$ cat src/core/mwd_pkg.sv
package mwd_pkg;

    // Register port geometry
    localparam int ADDR_W = 4;
    localparam int DATA_W = 32;

    // Register offsets
    localparam logic [ADDR_W-1:0] OFS_FILTER_PORT = 4'hB;
    localparam logic [ADDR_W-1:0] OFS_CTRL_STATUS = 4'hC;
    localparam logic [ADDR_W-1:0] OFS_INT_STATUS  = 4'hD;
    localparam logic [ADDR_W-1:0] OFS_INT_CLEAR   = 4'hE;
    localparam logic [ADDR_W-1:0] OFS_INT_ENABLE  = 4'hF;

    // Control and status field positions
    localparam int BIT_UNICAST_EN  = 9;
    localparam int BIT_FRAME_SEEN  = 6;
    localparam int BIT_PACKET_SEEN = 5;
    localparam int BIT_FRAME_EN    = 2;
    localparam int BIT_PACKET_EN   = 1;

    // Reset values
    localparam logic [DATA_W-1:0] FILTER_RESET = 32'h0000_0000;
    localparam logic [DATA_W-1:0] READ_ZERO    = 32'h0000_0000;

    // Filter store and its write pointer
    localparam int          FILTER_WORDS = 8;
    localparam int          PTR_W        = 3;
    localparam logic [2:0]  PTR_FIRST    = 3'h0;
    localparam logic [2:0]  PTR_LAST     = 3'h7;
    localparam logic [2:0]  PTR_STEP     = 3'h1;

    // Byte-mask matching: masks in words 0..3, check sums in words 4..7
    localparam int          MASK_FILTERS = 4;
    localparam int          SUM_W        = 16;
    localparam int          POS_W        = 6;
    localparam logic [5:0]  POS_FIRST    = 6'h00;
    localparam logic [5:0]  POS_STEP     = 6'h01;
    localparam logic [5:0]  POS_SPAN     = 6'h20;
    localparam logic [15:0] SUM_ZERO     = 16'h0000;
    localparam logic [7:0]  BYTE_PAD     = 8'h00;

    // Destination address group bit
    localparam int BIT_GROUP = 0;

    // Interrupt status layout
    localparam int INT_W       = 3;
    localparam int INT_FRAME   = 0;
    localparam int INT_PACKET  = 1;
    localparam int INT_UNICAST = 2;
    localparam logic [INT_W-1:0] INT_RESET = 3'h0;

    // Wake packet: sync run then station address repeated
    localparam logic [7:0] SYNC_BYTE     = 8'hFF;
    localparam logic [2:0] SYNC_LEN      = 3'h6;
    localparam logic [2:0] SYNC_ONE      = 3'h1;
    localparam logic [2:0] SYNC_NONE     = 3'h0;
    localparam logic [2:0] ADDR_FIRST    = 3'h0;
    localparam logic [2:0] ADDR_LAST     = 3'h5;
    localparam logic [2:0] ADDR_STEP     = 3'h1;
    localparam logic [3:0] REP_FIRST     = 4'h0;
    localparam logic [3:0] REP_LAST      = 4'hF;
    localparam logic [3:0] REP_STEP      = 4'h1;

endpackage

$ cat src/core/mwd_magic_detect.sv
`timescale 1ns/1ns

module mwd_magic_detect (
    input  wire logic        clk,          // Clock
    input  wire logic        rst,          // Synchronous reset
    input  wire logic        take,         // Byte of a frame accepted
    input  wire logic        sof,          // Byte is first of frame
    input  wire logic [7:0]  data,         // Received byte
    input  wire logic [47:0] station_addr, // Own address, byte 0 first
    output logic             hit           // Wake packet seen in frame
);

    typedef enum logic [0:0] {MP_HUNT, MP_ADDR} mwd_mp_state_e;

    mwd_mp_state_e state;
    mwd_mp_state_e next_state;
    logic [2:0]    ff_cnt;
    logic [2:0]    next_ff_cnt;
    logic [2:0]    bpos;
    logic [2:0]    next_bpos;
    logic [3:0]    rep;
    logic [3:0]    next_rep;
    logic          next_hit;

    function automatic logic [7:0] addr_byte(input logic [47:0] a, input logic [2:0] i);
        addr_byte = a[{i, 3'b000} +: 8];
    endfunction

    always_comb begin
        // A new frame restarts the search from scratch
        next_state  = sof ? MP_HUNT : state;
        next_ff_cnt = sof ? mwd_pkg::SYNC_NONE : ff_cnt;
        next_bpos   = sof ? mwd_pkg::ADDR_FIRST : bpos;
        next_rep    = sof ? mwd_pkg::REP_FIRST : rep;
        next_hit    = sof ? 1'b0 : hit;
        case (next_state)
            MP_HUNT: begin
                if (data == mwd_pkg::SYNC_BYTE) begin
                    if (next_ff_cnt != mwd_pkg::SYNC_LEN) begin
                        next_ff_cnt = next_ff_cnt + mwd_pkg::SYNC_ONE;
                    end
                end else if (next_ff_cnt == mwd_pkg::SYNC_LEN &&
                             data == addr_byte(station_addr, mwd_pkg::ADDR_FIRST)) begin
                    next_state  = MP_ADDR;
                    next_bpos   = mwd_pkg::ADDR_STEP;
                    next_rep    = mwd_pkg::REP_FIRST;
                    next_ff_cnt = mwd_pkg::SYNC_NONE;
                end else begin
                    next_ff_cnt = mwd_pkg::SYNC_NONE;
                end
            end
            MP_ADDR: begin
                if (data == addr_byte(station_addr, next_bpos)) begin
                    if (next_bpos == mwd_pkg::ADDR_LAST) begin
                        next_bpos = mwd_pkg::ADDR_FIRST;
                        if (next_rep == mwd_pkg::REP_LAST) begin
                            next_hit   = 1'b1;
                            next_state = MP_HUNT;
                        end else begin
                            next_rep = next_rep + mwd_pkg::REP_STEP;
                        end
                    end else begin
                        next_bpos = next_bpos + mwd_pkg::ADDR_STEP;
                    end
                end else begin
                    // Broken copy: a sync byte may open a fresh run
                    next_state  = MP_HUNT;
                    next_ff_cnt = (data == mwd_pkg::SYNC_BYTE) ? mwd_pkg::SYNC_ONE
                                                              : mwd_pkg::SYNC_NONE;
                end
            end
            default: begin
                next_state = MP_HUNT;
            end
        endcase
    end

    always_ff @(posedge clk) begin
        if (rst) begin
            state  <= MP_HUNT;
            ff_cnt <= mwd_pkg::SYNC_NONE;
            bpos   <= mwd_pkg::ADDR_FIRST;
            rep    <= mwd_pkg::REP_FIRST;
            hit    <= 1'b0;
        end else if (take) begin
            state  <= next_state;
            ff_cnt <= next_ff_cnt;
            bpos   <= next_bpos;
            rep    <= next_rep;
            hit    <= next_hit;
        end
    end

endmodule

$ cat src/core/mwd_wake_detect.sv
// Function
// After reset first filter write hits word 0
// Write pointer wraps to word 0 after eight
// Filter port write-only, 32 bits, reads zero
// Unicast enable wakes on global unicast frame
// Destination bit 0 clear means global unicast
// Valid wake frame sets wake frame flag
// Valid wake packet sets wake packet flag
// Frame enable turns on filter-based detection
// Packet enable turns on wake packet detection
// Seen flags sticky until reset or clear
`timescale 1ns/1ns

module mwd_wake_detect (
    input  wire logic        clk,          // Clock, 100 MHz
    input  wire logic        rst,          // Synchronous reset, active high
    input  wire logic [3:0]  addr,         // Register index
    input  wire logic [31:0] wr_data,      // Write data
    input  wire logic        wr_en,        // Write strobe
    input  wire logic        rd_en,        // Read strobe
    output logic      [31:0] rd_data,      // Read data, cycle after strobe
    input  wire logic        rx_valid,     // Receive byte valid
    input  wire logic        rx_sof,       // First byte of frame
    input  wire logic        rx_eof,       // Last byte of frame
    input  wire logic        rx_good,      // Frame passed checks, with eof
    input  wire logic [7:0]  rx_data,      // Receive byte
    input  wire logic [47:0] station_addr, // Own address, byte 0 first
    input  wire logic        power_save,   // MAC is in power-saving mode
    output logic             wake_out,     // Wake request pulse
    output logic             irq           // Interrupt, level
);

    logic [31:0]                       filter_word [mwd_pkg::FILTER_WORDS];
    logic [mwd_pkg::PTR_W-1:0]         wr_ptr;
    logic                              unicast_wake_en;
    logic                              wake_frame_en;
    logic                              wake_packet_en;
    logic                              wake_frame_seen;
    logic                              wake_packet_seen;
    logic [mwd_pkg::INT_W-1:0]         int_status;
    logic [mwd_pkg::INT_W-1:0]         int_enable;
    logic [mwd_pkg::INT_W-1:0]         next_int_status;
    logic [mwd_pkg::INT_W-1:0]         next_int_enable;
    logic [mwd_pkg::INT_W-1:0]         event_vec;
    logic                              in_frame;
    logic                              byte_take;
    logic [mwd_pkg::POS_W-1:0]         pos;
    logic [mwd_pkg::POS_W-1:0]         cur_pos;
    logic [mwd_pkg::SUM_W-1:0]         mask_sum [mwd_pkg::MASK_FILTERS];
    logic [mwd_pkg::MASK_FILTERS-1:0]  mask_match;
    logic                              dest_unicast;
    logic                              frame_done;
    logic                              packet_hit;
    logic                              frame_evt;
    logic                              packet_evt;
    logic                              unicast_evt;
    logic                              wr_filter;
    logic                              wr_ctrl;
    logic                              wr_clear;
    logic                              wr_enable;

    function automatic logic reg_hit(input logic        strobe,
                                     input logic [3:0]  a,
                                     input logic [3:0]  ofs);
        reg_hit = strobe && (a == ofs);
    endfunction

    function automatic logic [31:0] read_mux(input logic [3:0] a,
                                             input logic       u_en,
                                             input logic       f_seen,
                                             input logic       p_seen,
                                             input logic       f_en,
                                             input logic       p_en,
                                             input logic [2:0] ist,
                                             input logic [2:0] ien);
        read_mux = mwd_pkg::READ_ZERO;
        case (a)
            mwd_pkg::OFS_CTRL_STATUS: begin
                read_mux[mwd_pkg::BIT_UNICAST_EN]  = u_en;
                read_mux[mwd_pkg::BIT_FRAME_SEEN]  = f_seen;
                read_mux[mwd_pkg::BIT_PACKET_SEEN] = p_seen;
                read_mux[mwd_pkg::BIT_FRAME_EN]    = f_en;
                read_mux[mwd_pkg::BIT_PACKET_EN]   = p_en;
            end
            mwd_pkg::OFS_INT_STATUS: begin
                read_mux[mwd_pkg::INT_W-1:0] = ist;
            end
            mwd_pkg::OFS_INT_ENABLE: begin
                read_mux[mwd_pkg::INT_W-1:0] = ien;
            end
            default: begin
                read_mux = mwd_pkg::READ_ZERO;
            end
        endcase
    endfunction

    assign wr_filter = reg_hit(wr_en, addr, mwd_pkg::OFS_FILTER_PORT);
    assign wr_ctrl   = reg_hit(wr_en, addr, mwd_pkg::OFS_CTRL_STATUS);
    assign wr_clear  = reg_hit(wr_en, addr, mwd_pkg::OFS_INT_CLEAR);
    assign wr_enable = reg_hit(wr_en, addr, mwd_pkg::OFS_INT_ENABLE);

    // pointer starts at word 0
    always_ff @(posedge clk) begin
        if (rst) begin
            wr_ptr <= mwd_pkg::PTR_FIRST;
        end else if (wr_filter) begin
            // wrap after the eighth word
            if (wr_ptr == mwd_pkg::PTR_LAST) begin
                wr_ptr <= mwd_pkg::PTR_FIRST;
            end else begin
                wr_ptr <= wr_ptr + mwd_pkg::PTR_STEP;
            end
        end
    end

    // store write at current pointer
    always_ff @(posedge clk) begin
        if (rst) begin
            for (int i = 0; i < mwd_pkg::FILTER_WORDS; i++) begin
                filter_word[i] <= mwd_pkg::FILTER_RESET;
            end
        end else if (wr_filter) begin
            filter_word[wr_ptr] <= wr_data;
        end
    end

    // Enable bits of the control word
    always_ff @(posedge clk) begin
        if (rst) begin
            unicast_wake_en <= 1'b0;
            wake_frame_en   <= 1'b0;
            wake_packet_en  <= 1'b0;
        end else if (wr_ctrl) begin
            unicast_wake_en <= wr_data[mwd_pkg::BIT_UNICAST_EN];
            wake_frame_en   <= wr_data[mwd_pkg::BIT_FRAME_EN];
            wake_packet_en  <= wr_data[mwd_pkg::BIT_PACKET_EN];
        end
    end

    // Bytes outside a frame are ignored
    assign byte_take = rx_valid && (rx_sof || in_frame);
    assign cur_pos   = rx_sof ? mwd_pkg::POS_FIRST : pos;

    always_ff @(posedge clk) begin
        if (rst) begin
            in_frame <= 1'b0;
        end else if (byte_take) begin
            in_frame <= !rx_eof;
        end
    end

    // Position saturates past the masked span
    always_ff @(posedge clk) begin
        if (rst) begin
            pos <= mwd_pkg::POS_FIRST;
        end else if (byte_take) begin
            if (cur_pos == mwd_pkg::POS_SPAN) begin
                pos <= cur_pos;
            end else begin
                pos <= cur_pos + mwd_pkg::POS_STEP;
            end
        end
    end

    // group bit of first destination byte
    always_ff @(posedge clk) begin
        if (rst) begin
            dest_unicast <= 1'b0;
        end else if (byte_take && rx_sof) begin
            dest_unicast <= !rx_data[mwd_pkg::BIT_GROUP];
        end
    end

    // sum of masked bytes per filter, compared to its check word
    generate
        for (genvar k = 0; k < mwd_pkg::MASK_FILTERS; k++) begin : g_mask
            logic                      mask_bit;
            logic [mwd_pkg::SUM_W-1:0] base_sum;

            assign mask_bit = (cur_pos < mwd_pkg::POS_SPAN) &&
                              filter_word[k][cur_pos[4:0]];
            assign base_sum = rx_sof ? mwd_pkg::SUM_ZERO : mask_sum[k];

            always_ff @(posedge clk) begin
                if (rst) begin
                    mask_sum[k] <= mwd_pkg::SUM_ZERO;
                end else if (byte_take) begin
                    mask_sum[k] <= base_sum +
                                   (mask_bit ? {mwd_pkg::BYTE_PAD, rx_data}
                                             : mwd_pkg::SUM_ZERO);
                end
            end

            // An all-zero mask leaves that filter unused
            assign mask_match[k] = (filter_word[k] != mwd_pkg::FILTER_RESET) &&
                (mask_sum[k] == filter_word[k + mwd_pkg::MASK_FILTERS][mwd_pkg::SUM_W-1:0]);
        end
    endgenerate

    // wake packet search runs on every frame
    mwd_magic_detect u_magic (
        .clk          (clk),
        .rst          (rst),
        .take         (byte_take),
        .sof          (rx_sof),
        .data         (rx_data),
        .station_addr (station_addr),
        .hit          (packet_hit)
    );

    // Verdicts settle one cycle after the last byte
    always_ff @(posedge clk) begin
        if (rst) begin
            frame_done <= 1'b0;
        end else begin
            frame_done <= byte_take && rx_eof && rx_good;
        end
    end

    // filter verdict counts only when enabled
    assign frame_evt   = frame_done && wake_frame_en && (|mask_match);
    // packet verdict counts only when enabled
    assign packet_evt  = frame_done && wake_packet_en && packet_hit;
    // unicast wake only while asleep
    assign unicast_evt = frame_done && unicast_wake_en && dest_unicast && power_save;

    // frame flag, set beats a same-cycle clear
    always_ff @(posedge clk) begin
        if (rst) begin
            wake_frame_seen <= 1'b0;
        end else begin
            // held until cleared by writing one
            wake_frame_seen <= frame_evt ||
                (wake_frame_seen && !(wr_ctrl && wr_data[mwd_pkg::BIT_FRAME_SEEN]));
        end
    end

    // packet flag, set beats a same-cycle clear
    always_ff @(posedge clk) begin
        if (rst) begin
            wake_packet_seen <= 1'b0;
        end else begin
            // held until cleared by writing one
            wake_packet_seen <= packet_evt ||
                (wake_packet_seen && !(wr_ctrl && wr_data[mwd_pkg::BIT_PACKET_SEEN]));
        end
    end

    // leave power saving on any enabled wake event
    always_ff @(posedge clk) begin
        if (rst) begin
            wake_out <= 1'b0;
        end else begin
            wake_out <= power_save && (frame_evt || packet_evt || unicast_evt);
        end
    end

    // Interrupt status: set wins over clear
    always_comb begin
        event_vec                       = mwd_pkg::INT_RESET;
        event_vec[mwd_pkg::INT_FRAME]   = frame_evt;
        event_vec[mwd_pkg::INT_PACKET]  = packet_evt;
        event_vec[mwd_pkg::INT_UNICAST] = unicast_evt;
        next_int_status = event_vec |
            (int_status & ~(wr_clear ? wr_data[mwd_pkg::INT_W-1:0] : mwd_pkg::INT_RESET));
        next_int_enable = wr_enable ? wr_data[mwd_pkg::INT_W-1:0] : int_enable;
    end

    always_ff @(posedge clk) begin
        if (rst) begin
            int_status <= mwd_pkg::INT_RESET;
            int_enable <= mwd_pkg::INT_RESET;
        end else begin
            int_status <= next_int_status;
            int_enable <= next_int_enable;
        end
    end

    // Uses next values so the line tracks status without extra lag
    always_ff @(posedge clk) begin
        if (rst) begin
            irq <= 1'b0;
        end else begin
            irq <= |(next_int_status & next_int_enable);
        end
    end

    // filter port and clear register read as zero
    always_ff @(posedge clk) begin
        if (rst) begin
            rd_data <= mwd_pkg::READ_ZERO;
        end else if (rd_en) begin
            rd_data <= read_mux(addr, unicast_wake_en, wake_frame_seen,
                                wake_packet_seen, wake_frame_en, wake_packet_en,
                                int_status, int_enable);
        end else begin
            rd_data <= mwd_pkg::READ_ZERO;
        end
    end

endmodule
$ cat config.mk
export PLATFORM = sky130hd
export DESIGN_NAME = mwd_wake_detect
export DESIGN_NICKNAME = d
export VERILOG_FILES = /design/src/core/mwd_pkg.sv /design/src/core/mwd_magic_detect.sv /design/src/core/mwd_wake_detect.sv
export SDC_FILE = /design/constraint.sdc
export NUM_CORES = 1
export LEC_CHECK = 0
export ABC_AREA = 0
export ABC_CLOCK_PERIOD_IN_PS = 5330
export BUFFER_PORTS_ARGS = -buffer_cell sky130_fd_sc_hd__buf_2
export CAP_MARGIN = 5
export CORE_MARGIN = 4
export CORE_UTILIZATION = 55
export CTS_CLUSTER_DIAMETER = 60
export DETAILED_ROUTE_END_ITERATION = 7
export PLACE_DENSITY = 0.74
export SLEW_MARGIN = 10
export SYNTH_ARGS = -nofsm -noshare
export SYNTH_HDL_FRONTEND = slang
export SYNTH_HIERARCHICAL = 1
export SYNTH_SLANG_ARGS = --single-unit
export TNS_END_PERCENT = 50
$ cat constraint.sdc
create_clock -name clk -period 5.33 [get_ports clk]
set_input_delay 0.7995 -clock clk [delete_from_list [all_inputs] [get_ports clk]]
set_output_delay 0.7995 -clock clk [all_outputs]
set_load 0.02 [all_outputs]
* Word level (Yosys, flattened, before mapping)
Memory sizes are Yosys's and may differ from the RTL's.
Cells that the tools add are included.
** Operators by class
- Muxes and demuxes :: 69
- Equality and inequality tests :: 18
- Magnitude comparators :: 2
- Bitwise operators :: 11
- Reductions and logical operators :: 47
- Shifts and indexed selects :: 1
- Add/subtract/negate cells :: 9
** Operators with widths (count)
- 16-bit two-way mux :: 8
- 32-bit nonzero test :: 4
- 16-bit by 8-bit adder with 16-bit output :: 4
- 16-bit == test :: 4
- 48-bit by 7-bit variable part select with 8-bit output :: 1
- 3-bit two-way mux :: 13
- 32-bit two-way mux :: 1
- 8-bit two-way mux :: 4
- 32-bit OR reduction :: 1
- 1-bit logical AND :: 29
- 1-bit two-way mux :: 25
- 4-bit == test (second input constant) :: 6
- 4-bit two-way mux :: 6
- 1-bit binary-select mux with 5-bit select :: 4
- 8-bit == test :: 2
- 6-bit two-way mux :: 2
- 3-bit one-hot mux with 2 select lines :: 2
- 3-bit by 1-bit adder with 3-bit output (second input constant) :: 3
- 3-bit == test (second input constant) :: 3
- 8-bit == test (second input constant) :: 1
- 4-bit one-hot mux with 2 select lines :: 1
- 6-bit by 1-bit adder with 6-bit output (second input constant) :: 1
- 3-bit bitwise AND :: 2
- 6-bit == test (second input constant) :: 1
- 15 further kinds :: 29
** Word-level totals
- Memory bits (writable) :: 320
- Output and inout bits :: 34
- Memories kept :: 2
- Register bits :: 69
** Memories
- filter_word :: depth 8, width 32, rd ports 8, clocked after memory_dff 0, wr ports 8, line mwd_wake_detect.sv:33 : logic [31:0] filter_word [mwd_pkg::FILTER_WORDS];
- mask_sum :: depth 4, width 16, rd ports 4, clocked after memory_dff 0, wr ports 4, line mwd_wake_detect.sv:49 : logic [mwd_pkg::SUM_W-1:0] mask_sum [mwd_pkg::MASK_FILTERS];

* Logic depth before layout (Yosys ltp)
- Depth after elaboration :: 8
- Mapped depth :: 18

* By module
The synthesis kept the hierarchy.
** By module, submodules not included
- mwd_wake_detect :: area an instance 15548.7 um2, cells each 1378, times used 1, seq. area each 8308.0 um2
- mwd_magic_detect :: area an instance 1657.8 um2, cells each 207, times used 1, seq. area each 240.2 um2

* Worst setup path before layout
OpenSTA, ideal clock, no wires.
- Path type :: in2reg
- From :: input port rx_sof
- To :: memory mask_sum[3][10] (netlist name) (data pin)
- Data required time :: 5064 ps
- Data arrival time :: 3877 ps
- Stages on the path :: 15
- Setup slack :: 1187 ps
- Path through :: buf_6 or2_0 mux4_2 a211oi_1 a31oi_1 a211oi_2 nor2b_1 ha_1 fa_1 a21oi_1 o21ai_0 a31oi_1 nor3_1 xnor2_1 nor2_1
** RTL lines
- start, declared :: line mwd_wake_detect.sv:23 : input wire logic rx_sof,
- end, declared :: line mwd_wake_detect.sv:49

==> run summary <==
PostCTS Resize Cnt: 0
Drt total wl: 43900 um
Initial antenna violation count: 5
DRC: 0
Comb power frac: 0.102
Yosys Warn Count: 6
Slew Limit Fails: 0
CTS tree: yes
Total number of vias: 12.7k
Post-Place Setup Slack: 0.319 ns
Most common cell in the synthesized netlist: edfxtp_1
Layout cells sized above 1: 0.138
Dpl hpwl: 30100 um
# port buffers: 108
CP Launch Type: flip-flop
Main area contributors after synthesis: edfxtp_1 45%, and2_1 7.8%, dfxtp_1 5.0%
Simple-Gate Fraction of Synth Area: 0.225
CP arrival: 4.84 ns
# hold bufs at CTS: 0
Antenna-violating nets left: 0
# diodes: 0
Final hold slack: 0.475 ns
Final Hold Vio Count: 0
Row count: 64
CP bufs+invs: 2
Sink Count: 299
CP max stage delay: 0.61 ns
Leak: 0.00707 uW
Total Routing Usage GR: 0.253
Distinct cell type count after synthesis: 78
WS Path Type: flip-flop to flip-flop
Via density per instance: 6.05
Mapped cell area: 17200 um2
Fin crit share: 0.867
Root Buffer Master: clkbuf_16
Top-Level Pins: 135
Status: complete, no violations
First-pass GRT wire length: 67600 um
Switching Share: 0.246
Slew @ Worst Pin: 1.14 ns
Routed len/inst: 21.0 um
Seq/Total Area, Yosys: 0.497
Sequential share of power: 0.483
Post-layout minimum cycle time: 4.62 ns
Die span in y: 185 um
Clock skew: 0.0191 ns
Setup violators final: 0
Top_reg_cell synth: edfxtp_1
Min-delay src: rx_eof
CP max FO: 25
Initial Utilization: 0.560
DP Cell Count: 2030
Clock Power Share: 0.415
# fillers: 2513
Die area: 34200 um2
Largest area contributor in the netlist: edfxtp_1
Synth top cells by count: 256 x edfxtp_1, 214 x and2_1, 98 x nor2_1
Mux contribution to synthesized area: 0.0420
CP max-delay cell: dfxtp_2
Reg clk slew, reported paths: 0.06 ns
Area share of the largest cell type after synthesis: 0.447
HP Class: input pin to flip-flop
Core footprint: 30700 um2
Htree depth: 2
Xor-xnor portion of the synthesized cell area: 0.0565
Switching power total: 1390 uW
Max-slew headroom: 0.238
Post-CTS Setup Bufs: 0
DIE WIDTH: 185 um
Async set or reset register ratio after synthesis: 0
Peak VDD IR: 0.258 mV
Internal power: 4250 uW
Max-cap violations: 0
Fin cells: 2094
Cell family with most CP delay: compound AO/OA/AOI/OAI gates
Vias in the first global route: 12.1k
Setup crit start: pos[0]
Complex-gate fraction of the synthesized area: 0.107
TritonRoute pass-1 iters: 5
Post-Synth Adder-Cell Area: 0.0330
Placer congestion estimate: 0.951
Worst setup margin: 0.710 ns
P per Cell Area: 296 nW/um2
Drt first-iter violations: 1286
Yosys reg bits: 299
Mapped Cells: 1585
Setup crit end kind: flip-flop
Setup TNS: 0 ns
CP Cell Sequence: buf_4 > mux2i_1 > a221oi_1 > o21ai_0 > a31oi_1 > a211oi_4 > nor2b_1 > ha_1 > inv_1 > fa_1 > nor2b_1 > o21ai_0 > a21oi_1 > o2111ai_1 > xor2_1 > nor2_1
Final nets: 1815
Worst-Skew Late Latency: 0.53 ns
RSZ-0062 raised after global routing: false
Worst flop-to-flop path startpoint: pos[0]
CP required: 5.55 ns
Avg Cell Area, Syn: 10.9 um2
EDFF count, synth: 256
GRT overflow: 0
CTS max path bufs: 3
Max Clk Rate: 0.216 GHz
Largest net degree at the start of global routing: 76
Largest family of logic cells by synthesized area: simple AND/OR/NAND/NOR gates
CTS buffer count: 35
Area growth syn-to-layout: 10.7%
-- cells in the final DEF, fill, tap and decap left out, drive strengths merged, types with 5 or more instances in the layout --
| cell | instances |
|---|---|
| xnor2 | 92 |
| dfxtp | 43 |
| edfxtp | 256 |
| clkinv | 12 |
| ha | 39 |
| o32a | 6 |
| nand2b | 26 |
| clkbuf | 44 |
| or2 | 20 |
| a21o | 10 |
| nand3 | 24 |
| inv | 35 |
| and3 | 20 |
| a221oi | 14 |
| conb | 26 |
| mux2i | 44 |
| a31o | 8 |
| nor2b | 86 |
| xor2 | 19 |
| a22oi | 7 |
| and3b | 5 |
| o21ai | 61 |
| and2 | 214 |
| a31oi | 13 |
| mux2 | 9 |
| mux4 | 8 |
| buf | 125 |
| nand4 | 29 |
| o2111ai | 11 |
| nor2 | 98 |
| nand2 | 47 |
| a211o | 8 |
| nor3 | 27 |
| nor4 | 38 |
| or3 | 21 |
| a21oi | 65 |
| a211oi | 12 |
| and4b | 5 |
| o22a | 16 |
-- logic make-up (layout without fill, tap and decap cells) --
family	count (synthesis)	in the layout
AO/OA/AOI/OAI	264	264
XOR/XNOR	111	111
adder cells (fa/ha/maj)	43	43
buffers and inverters	132	220
flip-flops	299	299
multiplexers	61	61
other	1	26
AND/OR/NAND/NOR	674	674
-- registers in the layout (all words and copies together) (netlist names), 3 cells and up --
register and count:
filter_word 192, mask_sum 64, u_magic/ff_cnt 3, rd_data 6, pos 6, u_magic/bpos 3, int_enable 3, u_magic/rep 4
int_status 3, wr_ptr 3
-- power by group through the flow --
| stage | Clock (uW) | Sequential, uW | Combinational [uW] |
|---|---|---|---|
| 2_1_floorplan | 0 | 2730 | 417 |
| 3_3_place_gp | 0 | 2770 | 559 |
| 3_5_place_dp | 0 | 2770 | 570 |
| 4_1_cts | 2380 | 2720 | 573 |
| 5_1_grt | 2480 | 2730 | 627 |
| 6_report | 2340 | 2720 | 574 |
-- through the flow --
| step | cell area (um2) | utilization | total power [uW] |
|---|---|---|---|
| after global placement | 17900 | 0.583 | 3320 |
| after floorplan | 17300 | - | 3150 |
| after detailed placement | 17900 | 0.583 | 3340 |
| after CTS | 19000 | 0.620 | 5670 |
| final | 19000 | 0.620 | 5640 |
| after global routing | 19000 | 0.620 | 5840 |
-- layout make-up --
type                            count  area [um2]  area share
Sequential cell                   299        8550       0.449
Multi-Input combinational cell   1179        8100       0.425
Clock buffer                       44         920      0.0483
Timing Repair Buffer              125         671      0.0352
Tap cell                          396         495      0.0260
Clock inverter                     20         200      0.0105
Inverter                           31         116     0.00611
-- worst paths after layout --
check | endpoint | slack, ns | cells after the start
hold reg to reg | wake_frame_seen | 0.49 | 2
hold / removal | in_frame | 0.48 | 2
setup reg to reg | mask_sum[2][14] | 0.71 | 16
setup / recovery | mask_sum[2][14] | 0.71 | 16
-- worst register-to-register path: stages (launching register included) --
cell,delay [ns]
dfxtp_2,0.61
buf_4,0.42
mux2i_1,0.16
a221oi_1,0.26
o21ai_0,0.14
a31oi_1,0.49
a211oi_4,0.21
nor2b_1,0.16
ha_1,0.19
inv_1,0.06
fa_1,0.43
nor2b_1,0.22
o21ai_0,0.15
a21oi_1,0.38
o2111ai_1,0.20
xor2_1,0.18
nor2_1,0.06
-- metal layers --
layer / share of wire / global-route usage / vias to the layer above
li1: - / - / 5916
met1: 0.42 / 0.352 / 6119
met3: 0.072 / 0.0377 / 98
met2: 0.47 / 0.410 / 524
met5: 0.00016 / 0 / -
met4: 0.032 / 0.0846 / 2
(Power assumes the default switching activity.)
